## src/verilog/sas_params.svh

```systemverilog
// Purpose: constants for the sealing alarm supervisor
// Assumes: 25 MHz system clock
// Notes: offsets are byte addresses on the AXI4-Lite register bus
`ifndef SAS_PARAMS_SVH
`define SAS_PARAMS_SVH
// ----------------------------------------
// register offsets
// ----------------------------------------
`define SAS_OFS_CTRL 8'h00
`define SAS_OFS_HEATLIM 8'h04
`define SAS_OFS_RESTART 8'h08
`define SAS_OFS_PAUSE 8'h0C
`define SAS_OFS_STATUS 8'h10
`define SAS_OFS_IRQ 8'h14
`define SAS_OFS_MASK 8'h18
`define SAS_OFS_ERR 8'h1C
// ----------------------------------------
// control fields
// ----------------------------------------
`define SAS_CTRL_HEATCHK 0
`define SAS_CTRL_TEMPCHK 1
`define SAS_CTRL_RELINV 2
`define SAS_CTRL_FAULT 3
// ----------------------------------------
// reset values and timing
// ----------------------------------------
`define SAS_CLK_HZ 25000000
`define SAS_RESTART_MS 200
`define SAS_RESTART_CYC ((`SAS_CLK_HZ / 1000) * `SAS_RESTART_MS)
`define SAS_PAUSE_PERIODS 8'h0A
`define SAS_HEATLIM_RST 32'h017D_7840
`define SAS_BLINK4_HZ 4
`define SAS_BLINK4_HALF (`SAS_CLK_HZ / (2 * `SAS_BLINK4_HZ))
`define SAS_ERR_HEATUP 12'h130
`define SAS_ERR_TEMPLOW 12'h133
`define SAS_ERR_TEMPHIGH 12'h134
`define SAS_DAC_FULL 12'hFFF
`define SAS_DAC_ZERO 12'h000
`endif

```

## src/verilog/sas_pkg.sv

```systemverilog
// Purpose: types for the sealing alarm supervisor
// Assumes: nothing
// Notes: error class drives led, relay and analogue coding
package sas_pkg;
  typedef enum logic [3:0] {
    SAS_NONE = 4'b0001,
    SAS_CAL = 4'b0010,
    SAS_CFG = 4'b0100,
    SAS_FAULT = 4'b1000
  } sas_class_t;
  typedef enum logic [2:0] {
    SAS_RUN = 3'b001,
    SAS_HOLD = 3'b010,
    SAS_STBY = 3'b100
  } sas_state_t;
  typedef struct packed {
    logic [11:0] code;
    logic [3:0] level;
  } sas_err_t;
endpackage

```

## src/verilog/sas_supervisor.sv

```systemverilog
// Purpose: alarm supervision of an impulse sealing controller
// Assumes: start, resetIn, supplyLow, termLost arrive from pins
// Notes: temperatures are unsigned codes from the measuring path
// Summary of operation
// - heat-up check runs only when enabled
// - timer starts on start, stops at 95 percent
// - timer overrun logs 304 and alarms
// - no measuring pulses during restart delay
// - measuring pause capped in mains periods
// - terminal loss raises nothing
// - supply low enters standby, pulses stopped
// - standby outputs zero volts, relay off
// - supply back resumes without reset
// - calibration errors blink led 4 Hz
// - configuration errors blink led 1 Hz
// - faults or start light led steadily
// - relay off when blinking unless start
// - polarity setting inverts relay
// - alarm shows error level on output
// - blinking classes alternate with full scale
// - error cleared on reset falling edge
// - leaving tolerance band logs 307/308
//
// Decided for this implementation: the AXI4-Lite register port and the address map.
`timescale 1ns/1ps
`include "sas_params.svh"
module sas_supervisor #(
  parameter int RESTART_CYC = `SAS_RESTART_CYC,
  parameter int BLINK_HALF = `SAS_BLINK4_HALF
) (
  input wire logic clk,
  input wire logic rstn,
  input wire logic startIn,
  input wire logic resetIn,
  input wire logic supplyLow,
  input wire logic termLost,
  input wire logic mainsTick,
  input wire logic overSet,
  input wire logic powerLow,
  input wire logic [11:0] actTemp,
  input wire logic [11:0] setTemp,
  input wire logic [11:0] bandLow,
  input wire logic [11:0] bandHigh,
  input wire logic extErrValid,
  input wire sas_pkg::sas_err_t extErr,
  input wire logic [3:0] extClass,
  input wire logic [7:0] awaddr,
  input wire logic awvalid,
  output logic awready,
  input wire logic [31:0] wdata,
  input wire logic [3:0] wstrb,
  input wire logic wvalid,
  output logic wready,
  output logic [1:0] bresp,
  output logic bvalid,
  input wire logic bready,
  input wire logic [7:0] araddr,
  input wire logic arvalid,
  output logic arready,
  output logic [31:0] rdata,
  output logic [1:0] rresp,
  output logic rvalid,
  input wire logic rready,
  output logic measEn,
  output logic sealEn,
  output logic alarmLed,
  output logic alarmRelay,
  output logic [11:0] actOut,
  output logic irq
);
  // ----------------------------------------
  // reset and pin synchronisers
  // ----------------------------------------
  logic [1:0] rstSync_reg;
  logic rst_n;
  always_ff @(posedge clk or negedge rstn) begin
    if (!rstn) rstSync_reg <= 2'b00;
    else rstSync_reg <= {rstSync_reg[0], 1'b1};
  end
  assign rst_n = rstSync_reg[1];

  logic [3:0] pinA_reg, pinB_reg;
  always_ff @(posedge clk or negedge rst_n) begin
    if (!rst_n) begin
      pinA_reg <= 4'h0;
      pinB_reg <= 4'h0;
    end else begin
      pinA_reg <= {termLost, supplyLow, resetIn, startIn};
      pinB_reg <= pinA_reg;
    end
  end
  logic startS, resetS, lowS, resetOld_reg;
  assign startS = pinB_reg[0];
  assign resetS = pinB_reg[1];
  assign lowS = pinB_reg[2];
  // terminal loss (pinB_reg[3]) deliberately feeds no error or relay path
  always_ff @(posedge clk or negedge rst_n) begin
    if (!rst_n) resetOld_reg <= 1'b0;
    else resetOld_reg <= resetS;
  end
  logic resetFall, startOld_reg, startRise;
  assign resetFall = resetOld_reg & ~resetS;
  always_ff @(posedge clk or negedge rst_n) begin
    if (!rst_n) startOld_reg <= 1'b0;
    else startOld_reg <= startS;
  end
  assign startRise = startS & ~startOld_reg;

  // ----------------------------------------
  // registers
  // ----------------------------------------
  logic [3:0] ctrl_reg;
  logic [31:0] heatLim_reg, restart_reg;
  logic [7:0] pauseMax_reg;
  logic [2:0] irqStat_reg, irqMask_reg;
  sas_pkg::sas_err_t err_reg;
  sas_pkg::sas_class_t cls_reg;
  sas_pkg::sas_state_t st_reg;

  // ----------------------------------------
  // axi4-lite slave
  // ----------------------------------------
  logic awHave_reg, wHave_reg;
  logic [7:0] awA_reg;
  logic [31:0] wD_reg;
  logic [3:0] wS_reg;
  logic wrDo;
  assign wrDo = awHave_reg & wHave_reg & ~bvalid;
  always_ff @(posedge clk or negedge rst_n) begin
    if (!rst_n) begin
      awHave_reg <= 1'b0;
      wHave_reg <= 1'b0;
      awA_reg <= 8'h00;
      wD_reg <= 32'h0000_0000;
      wS_reg <= 4'h0;
      bvalid <= 1'b0;
      bresp <= 2'b00;
    end else begin
      if (awvalid && awready) begin
        awHave_reg <= 1'b1;
        awA_reg <= awaddr;
      end
      if (wvalid && wready) begin
        wHave_reg <= 1'b1;
        wD_reg <= wdata;
        wS_reg <= wstrb;
      end
      if (wrDo) begin
        awHave_reg <= 1'b0;
        wHave_reg <= 1'b0;
        bvalid <= 1'b1;
        bresp <= (awA_reg > `SAS_OFS_ERR || awA_reg[1:0] != 2'b00) ? 2'b10 : 2'b00;
      end else if (bvalid && bready) begin
        bvalid <= 1'b0;
      end
    end
  end
  always_ff @(posedge clk or negedge rst_n) begin
    if (!rst_n) begin
      awready <= 1'b0;
      wready <= 1'b0;
    end else begin
      awready <= ~awHave_reg & ~(awvalid & awready);
      wready <= ~wHave_reg & ~(wvalid & wready);
    end
  end

  function automatic logic [31:0] merge(input logic [31:0] old, input logic [31:0] nw,
                                        input logic [3:0] be);
    logic [31:0] r;
    r = old;
    for (int i = 0; i < 4; i++) begin
      if (be[i]) r[i*8 +: 8] = nw[i*8 +: 8];
    end
    return r;
  endfunction

  logic [31:0] wrVal;
  assign wrVal = merge(32'h0000_0000, wD_reg, wS_reg);
  always_ff @(posedge clk or negedge rst_n) begin
    if (!rst_n) begin
      ctrl_reg <= 4'h0;
      heatLim_reg <= `SAS_HEATLIM_RST;
      restart_reg <= RESTART_CYC;
      pauseMax_reg <= `SAS_PAUSE_PERIODS;
      irqMask_reg <= 3'h0;
    end else if (wrDo) begin
      unique case (awA_reg)
        `SAS_OFS_CTRL: ctrl_reg <= wS_reg[0] ? wD_reg[3:0] : ctrl_reg;
        `SAS_OFS_HEATLIM: heatLim_reg <= merge(heatLim_reg, wD_reg, wS_reg);
        `SAS_OFS_RESTART: restart_reg <= merge(restart_reg, wD_reg, wS_reg);
        `SAS_OFS_PAUSE: pauseMax_reg <= wS_reg[0] ? wD_reg[7:0] : pauseMax_reg;
        `SAS_OFS_MASK: irqMask_reg <= wS_reg[0] ? wD_reg[2:0] : irqMask_reg;
        default: ;
      endcase
    end
  end

  always_ff @(posedge clk or negedge rst_n) begin
    if (!rst_n) begin
      arready <= 1'b0;
      rvalid <= 1'b0;
      rdata <= 32'h0000_0000;
      rresp <= 2'b00;
    end else begin
      arready <= ~rvalid & ~(arvalid & arready);
      if (arvalid && arready) begin
        rvalid <= 1'b1;
        rresp <= 2'b00;
        unique case (araddr)
          `SAS_OFS_CTRL: rdata <= {28'h0, ctrl_reg};
          `SAS_OFS_HEATLIM: rdata <= heatLim_reg;
          `SAS_OFS_RESTART: rdata <= restart_reg;
          `SAS_OFS_PAUSE: rdata <= {24'h0, pauseMax_reg};
          `SAS_OFS_STATUS: rdata <= {25'h0, st_reg, cls_reg};
          `SAS_OFS_IRQ: rdata <= {29'h0, irqStat_reg};
          `SAS_OFS_MASK: rdata <= {29'h0, irqMask_reg};
          `SAS_OFS_ERR: rdata <= {16'h0, err_reg};
          default: begin
            rdata <= 32'h0000_0000;
            rresp <= 2'b10;
          end
        endcase
      end else if (rvalid && rready) begin
        rvalid <= 1'b0;
      end
    end
  end

  // ----------------------------------------
  // heat-up and tolerance checks
  // ----------------------------------------
  logic [31:0] heatCnt_reg;
  logic heatRun_reg, inBand_reg, heatErr, bandErr, bandOk;
  logic [13:0] thr95;
  // 95 percent of setpoint, integer approximation: set*95/100
  assign thr95 = 14'((19'(setTemp) * 19'd95) / 19'd100);
  assign bandOk = (actTemp >= bandLow) && (actTemp <= bandHigh);
  always_ff @(posedge clk or negedge rst_n) begin
    if (!rst_n) begin
      heatRun_reg <= 1'b0;
      heatCnt_reg <= 32'h0000_0000;
    end else if (!ctrl_reg[`SAS_CTRL_HEATCHK] || !startS) begin
      heatRun_reg <= 1'b0;
      heatCnt_reg <= 32'h0000_0000;
    end else if (startRise) begin
      heatRun_reg <= 1'b1;
      heatCnt_reg <= 32'h0000_0000;
    end else if (heatRun_reg) begin
      if (14'(actTemp) >= thr95) heatRun_reg <= 1'b0;
      else heatCnt_reg <= heatCnt_reg + 32'h0000_0001;
    end
  end
  assign heatErr = heatRun_reg && (heatCnt_reg >= heatLim_reg);
  always_ff @(posedge clk or negedge rst_n) begin
    if (!rst_n) inBand_reg <= 1'b0;
    else if (!startS || !ctrl_reg[`SAS_CTRL_TEMPCHK]) inBand_reg <= 1'b0;
    else if (bandOk) inBand_reg <= 1'b1;
  end
  assign bandErr = inBand_reg && !bandOk;

  // ----------------------------------------
  // error latch, reset on falling edge only
  // ----------------------------------------
  always_ff @(posedge clk or negedge rst_n) begin
    if (!rst_n) begin
      err_reg <= '0;
      cls_reg <= sas_pkg::SAS_NONE;
    end else if (st_reg != sas_pkg::SAS_STBY && (heatErr || bandErr)) begin
      err_reg.code <= heatErr ? `SAS_ERR_HEATUP :
                      ((actTemp < bandLow) ? `SAS_ERR_TEMPLOW : `SAS_ERR_TEMPHIGH);
      err_reg.level <= heatErr ? 4'h6 : 4'h4;
      cls_reg <= sas_pkg::SAS_FAULT;
    end else if (extErrValid) begin
      err_reg <= extErr;
      cls_reg <= sas_pkg::sas_class_t'(extClass);
    end else if (resetFall) begin
      err_reg <= '0;
      cls_reg <= sas_pkg::SAS_NONE;
    end
  end
  logic alarm;
  assign alarm = cls_reg != sas_pkg::SAS_NONE;

  // ----------------------------------------
  // standby, restart delay, measuring pause
  // ----------------------------------------
  logic [31:0] rdCnt_reg;
  logic [7:0] pauseCnt_reg;
  always_ff @(posedge clk or negedge rst_n) begin
    if (!rst_n) begin
      st_reg <= sas_pkg::SAS_RUN;
      rdCnt_reg <= 32'h0000_0000;
    end else if (lowS) begin
      st_reg <= sas_pkg::SAS_STBY;
    end else begin
      unique case (st_reg)
        sas_pkg::SAS_STBY: st_reg <= sas_pkg::SAS_RUN;
        sas_pkg::SAS_RUN: if (resetFall && alarm) begin
          st_reg <= sas_pkg::SAS_HOLD;
          rdCnt_reg <= restart_reg;
        end
        sas_pkg::SAS_HOLD: if (rdCnt_reg <= 32'h0000_0001) st_reg <= sas_pkg::SAS_RUN;
          else rdCnt_reg <= rdCnt_reg - 32'h0000_0001;
        default: st_reg <= sas_pkg::SAS_RUN;
      endcase
    end
  end
  logic pausing;
  always_ff @(posedge clk or negedge rst_n) begin
    if (!rst_n) pauseCnt_reg <= 8'h00;
    else if (!(startS && overSet && powerLow)) pauseCnt_reg <= 8'h00;
    else if (mainsTick && pauseCnt_reg < pauseMax_reg) pauseCnt_reg <= pauseCnt_reg + 8'h01;
  end
  assign pausing = startS && overSet && powerLow && (pauseCnt_reg < pauseMax_reg);
  always_ff @(posedge clk or negedge rst_n) begin
    if (!rst_n) begin
      measEn <= 1'b0;
      sealEn <= 1'b0;
    end else begin
      measEn <= (st_reg == sas_pkg::SAS_RUN) && !lowS && !pausing;
      sealEn <= (st_reg == sas_pkg::SAS_RUN) && !lowS && startS && !alarm;
    end
  end

  // ----------------------------------------
  // blink timebase and indicators
  // ----------------------------------------
  logic [31:0] div_reg;
  logic [2:0] ph_reg;
  always_ff @(posedge clk or negedge rst_n) begin
    if (!rst_n) begin
      div_reg <= 32'h0000_0000;
      ph_reg <= 3'h0;
    end else if (div_reg >= 32'(BLINK_HALF - 1)) begin
      div_reg <= 32'h0000_0000;
      ph_reg <= ph_reg + 3'h1;
    end else begin
      div_reg <= div_reg + 32'h0000_0001;
    end
  end
  logic fast, slow, relayRaw, stby;
  assign fast = ph_reg[0];
  assign slow = ph_reg[2];
  assign stby = st_reg == sas_pkg::SAS_STBY;
  always_comb begin
    unique case (cls_reg)
      sas_pkg::SAS_CAL: relayRaw = startS;
      sas_pkg::SAS_CFG: relayRaw = startS;
      sas_pkg::SAS_FAULT: relayRaw = 1'b1;
      default: relayRaw = 1'b0;
    endcase
  end
  always_ff @(posedge clk or negedge rst_n) begin
    if (!rst_n) begin
      alarmLed <= 1'b0;
      alarmRelay <= 1'b0;
      actOut <= `SAS_DAC_ZERO;
    end else begin
      unique case (cls_reg)
        sas_pkg::SAS_CAL: alarmLed <= startS | fast;
        sas_pkg::SAS_CFG: alarmLed <= startS | slow;
        sas_pkg::SAS_FAULT: alarmLed <= 1'b1;
        default: alarmLed <= 1'b0;
      endcase
      // standby forces the relay output low regardless of polarity
      alarmRelay <= stby ? 1'b0 : relayRaw ^ ctrl_reg[`SAS_CTRL_RELINV];
      if (stby) actOut <= `SAS_DAC_ZERO;
      else if (!alarm) actOut <= actTemp;
      else if (cls_reg != sas_pkg::SAS_FAULT && !startS && slow) actOut <= `SAS_DAC_FULL;
      else actOut <= {err_reg.level, 8'h00};
    end
  end

  // ----------------------------------------
  // interrupts: alarm, standby, band error
  // ----------------------------------------
  logic [2:0] ev, clr;
  assign ev = {bandErr, stby, heatErr | extErrValid};
  assign clr = (wrDo && awA_reg == `SAS_OFS_IRQ) ? wrVal[2:0] : 3'h0;
  always_ff @(posedge clk or negedge rst_n) begin
    if (!rst_n) begin
      irqStat_reg <= 3'h0;
      irq <= 1'b0;
    end else begin
      irqStat_reg <= (irqStat_reg & ~clr) | ev;
      irq <= |(((irqStat_reg & ~clr) | ev) & irqMask_reg);
    end
  end
endmodule // sas_supervisor

```

## config.mk

```make
export PLATFORM = sky130hd
export DESIGN_NAME = sas_supervisor
export DESIGN_NICKNAME = d
export VERILOG_FILES = /design/src/verilog/sas_pkg.sv /design/src/verilog/sas_supervisor.sv
export VERILOG_INCLUDE_DIRS = /design/src /design/src/verilog
export SDC_FILE = /design/constraint.sdc
export NUM_CORES = 1
export LEC_CHECK = 0
export BUFFER_PORTS_ARGS = -buffer_cell sky130_fd_sc_hd__buf_2
export CORE_UTILIZATION = 40
export CTS_CLUSTER_DIAMETER = 100
export DETAILED_ROUTE_END_ITERATION = 8
export SLEW_MARGIN = 40
export SYNTH_ARGS = -nofsm -noshare
export SYNTH_HDL_FRONTEND = slang
export SYNTH_SLANG_ARGS = --single-unit
```

## constraint.sdc

```tcl
create_clock -name clk -period 27.4 [get_ports clk]
set_input_delay 2.74 -clock clk [delete_from_list [all_inputs] [get_ports clk]]
set_output_delay 2.74 -clock clk [all_outputs]
set_load 0.02 [all_outputs]
```

==> run_results.csv <==
group,metric,value,unit
run_status,outcome,"finished clean",
floorplan,design.core.area,51300,µm²
yosys,muxShareOfSynthArea,7.50,%
critical_path,cpPeakStageDelay,630,ps
timing,tns,0,ps
yosys,syn_area,20800,µm²
clock_network,ctsHoldBuffers,0,
timing,hold_viol_final,0,
yosys,ys_seq_area_share,39.4,%
critical_path,arrival,18860,ps
worst_hold_path,worstHoldPathType,"reg2reg",
critical_path,worst-setup-path-type,"in2reg",
global_route,met3_usage,2.85,%
timing,finalSetupViolCount,0,
global_route,antenna_found_initial,6,
yosys,synth_top_cell_by_area,"dfrtp_1",
yosys,avgSynthCellArea,9.57,µm²
timing,fin_hold_ws,353,ps
clock_network,clock_tree.root_cell,"clkbuf_16",
timing,fin_crit,18420,ps
yosys,yosysMostFrequentCell,"dfrtp_1",
timing,skew,13.6,ps
floorplan,dieArea,52800,µm²
clock_network,post-cts-setup-buffer-count,0,
final_layout,area_growth,13.8,%
clock_network,numClockSinks,326,
placement,portBuffers,189,
detailed_routing,wire_per_inst,19.0,µm
yosys,synth_top_area_share,36.4,%
global_route,grt_use_met1,32.0,%
critical_path,required,27840,ps
floorplan,start_util,40.5,%
final_layout,fill_cells,4897,
global_route,overflow,0,
clock_network,cts.reportedPaths.clkPinSlew,60,ps
yosys,netlist_top_cells_area,"dfrtp_1 36%, ha_1 7.5%, mux2_2 6.7%",
yosys,postSynth.asyncResetShare,100,%
placement,dpl.hpwl,43.9,mm
yosys,synthSimpleGateAreaFrac,15.1,%
global_route,grt.busiest_layer,"met2",
flow_run,drv_cap,0,
yosys,synth-adder-area-share,11.2,%
global_route,grt_max_degree,80,
detailed_routing,drtPass1Iterations,6,
critical_path,crit_buf_inv,6,
yosys,synth_compound_area_share,19.7,%
placement,place_area,22500,µm²
detailed_routing,postRouteAntennaNets,0,
clock_network,h-tree-depth,2,
clock_network,cts_buffers,36,
critical_path,cp_slowest_cell,"mux2i_1",
detailed_routing,drt_iter0_markers,1373,
final_layout,nets,2641,
clock_network,cts_tree,"built",
yosys,synth-edff-count,0,
floorplan,io_pins,193,
yosys,ys_types,105,
floorplan,die_w,230,µm
critical_path,path_max_fanout,31,
critical_path,cp-start-kind,"input pin",
yosys,synth_xor_area_share,2.80,%
final_layout,fin_area,23600,µm²
timing,maxSlewViolCount,0,
clock_network,cts_resized,0,
floorplan,num_rows,83,
yosys,synth_top_family_by_area,"compound AO/OA/AOI/OAI gates",
global_route,grt_pass1_vias,16700,
timing,finalCritPeriodShare,67.2,%
timing,rsz0062_at_grt,"false",
global_route,grt_use_met2,33.3,%
final_layout,drive_gt1_share,20.0,%
detailed_routing,num_vias,17400,
yosys,synthTopCellsByCount,"302 x dfrtp_1, 183 x nand2_1, 175 x o21ai_0",
clock_network,clock_latency,530,ps
yosys,syn_inst,2170,
detailed_routing,routed_via_density,5.70,
detailed_routing,totalWireLength,57.9,mm
timing,maxSlewHeadroom,43.2,%
global_route,grt_first_pass_wirelength,92.8,mm
yosys,synth_seq_cells,326,
critical_path,cp_common_cell,"a21oi_1",
clock_network,clock_path_buffers,3,
critical_path,critPathCaptureType,"register",
yosys,yosys_warnings,0,
floorplan,chipHeight,230,µm
placement,place.gp.congestion,0.882,
yosys,synthFlopType,"dfrtp_1",
global_route,grt.total_usage,21.8,%
timing,max_freq,0.0543,GHz
critical_path,cp_top_family,"compound AO/OA/AOI/OAI gates",
timing,tightest_slew,845,ps
detailed_routing,drc,0,
## area by class of cell
cell class                 instances  area, µm²  share of cell area, %
antenna                            4       10.0                 0.0424
clock buffer                      53       1040                   4.39
clock inverter                    11       90.1                  0.381
inverter                         140        526                   2.22
multi-input combinational       1634      11800                   50.1
sequential                       326       8190                   34.7
tap                              680        851                   3.60
timing repair buffer             205       1080                   4.58
## layout by cell type, fill, tap and decap left out, types with 9 or more instances in the layout
cell type / Yosys / final
dfrtp_1: 302 / 301
a211oi_1: 9 / 9
a222oi_1: 13 / 13
inv_1: 140 / 139
nand3_1: 42 / 42
o21a_1: 18 / 18
a21oi_1: 129 / 129
xnor2_1: 37 / 35
a22oi_1: 31 / 31
nor2b_1: 15 / 15
mux2i_1: 16 / 16
and3_1: 40 / 39
xor2_1: 23 / 22
conb_1: 2 / 13
o211ai_1: 14 / 14
clkbuf_1: 63 / 11
ha_1: 125 / 125
buf_2: 10 / 189
nor3_1: 50 / 45
clkbuf_16: 0 / 37
nand2b_1: 22 / 22
nand4_1: 26 / 26
nand2_1: 183 / 181
o31ai_1: 9 / 9
a21o_1: 51 / 51
buf_4: 4 / 12
dfstp_2: 24 / 24
fa_1: 38 / 38
or3_1: 19 / 18
o21ai_1: 13 / 12
a221o_1: 9 / 9
a22o_1: 12 / 12
o21ai_0: 175 / 175
and2_1: 12 / 12
nor2_1: 174 / 173
nor4_1: 25 / 22
mux2_2: 123 / 123
o22ai_1: 12 / 12
## stage by stage
step	utilization (%)	std cells	setup slack, ps
finish	46.0	3053	8980
global route	46.0	3051	7690
CTS	46.0	3049	9200
detailed placement	43.8	2985	8700
global placement	43.6	2983	8250
floorplan	-	2181	11580
## worst register-to-register path, delay by kind of cell, from the launching register on
family | cells | cell delay, ps
AND/OR/NAND/NOR | 8 | 1370
buffers and inverters | 2 | 400
AO/OA/AOI/OAI | 24 | 4450
flip-flops | 1 | 410
adder cells (fa/ha/maj) | 1 | 260
## final timing paths
| kind | start | to | cells past startpoint | slack (ps) |
|---|---|---|---|---|
| max in group asynchronous | rstSync_reg[1] | heatLim_reg[27] | 2 | 25100 |
| min reg2reg | rstSync_reg[0] | rstSync_reg[1] | 0 | 350 |
| max reg2reg | heatCnt_reg[0] | err_reg[1] | 35 | 20430 |
| min | rstSync_reg[0] | rstSync_reg[1] | 0 | 350 |
| max | setTemp[8] | heatCnt_reg[13] | 60 | 8980 |
| min in group asynchronous | rstSync_reg[1] | awA_reg[6] | 0 | 380 |
## routing by layer
layer	part of all wire (%)	vias to the layer above
met5	0.029	-
met4	2.5	4
met3	5.3	85
met2	45	499
met1	48	8587
li1	-	8219
## kinds of logic (layout without fill, tap and decap cells)
| kind of cell | Yosys count | after routing |
|---|---|---|
| adder cells (fa/ha/maj) | 163 | 163 |
| XOR/XNOR | 62 | 62 |
| buffers and inverters | 221 | 409 |
| AND/OR/NAND/NOR | 649 | 649 |
| flip-flops | 326 | 326 |
| AO/OA/AOI/OAI | 607 | 607 |
| multiplexers | 140 | 140 |
| other | 2 | 17 |
Power is not shown: default switching activity piles up to over one toggle a cycle in this logic, so the estimate is an artifact.
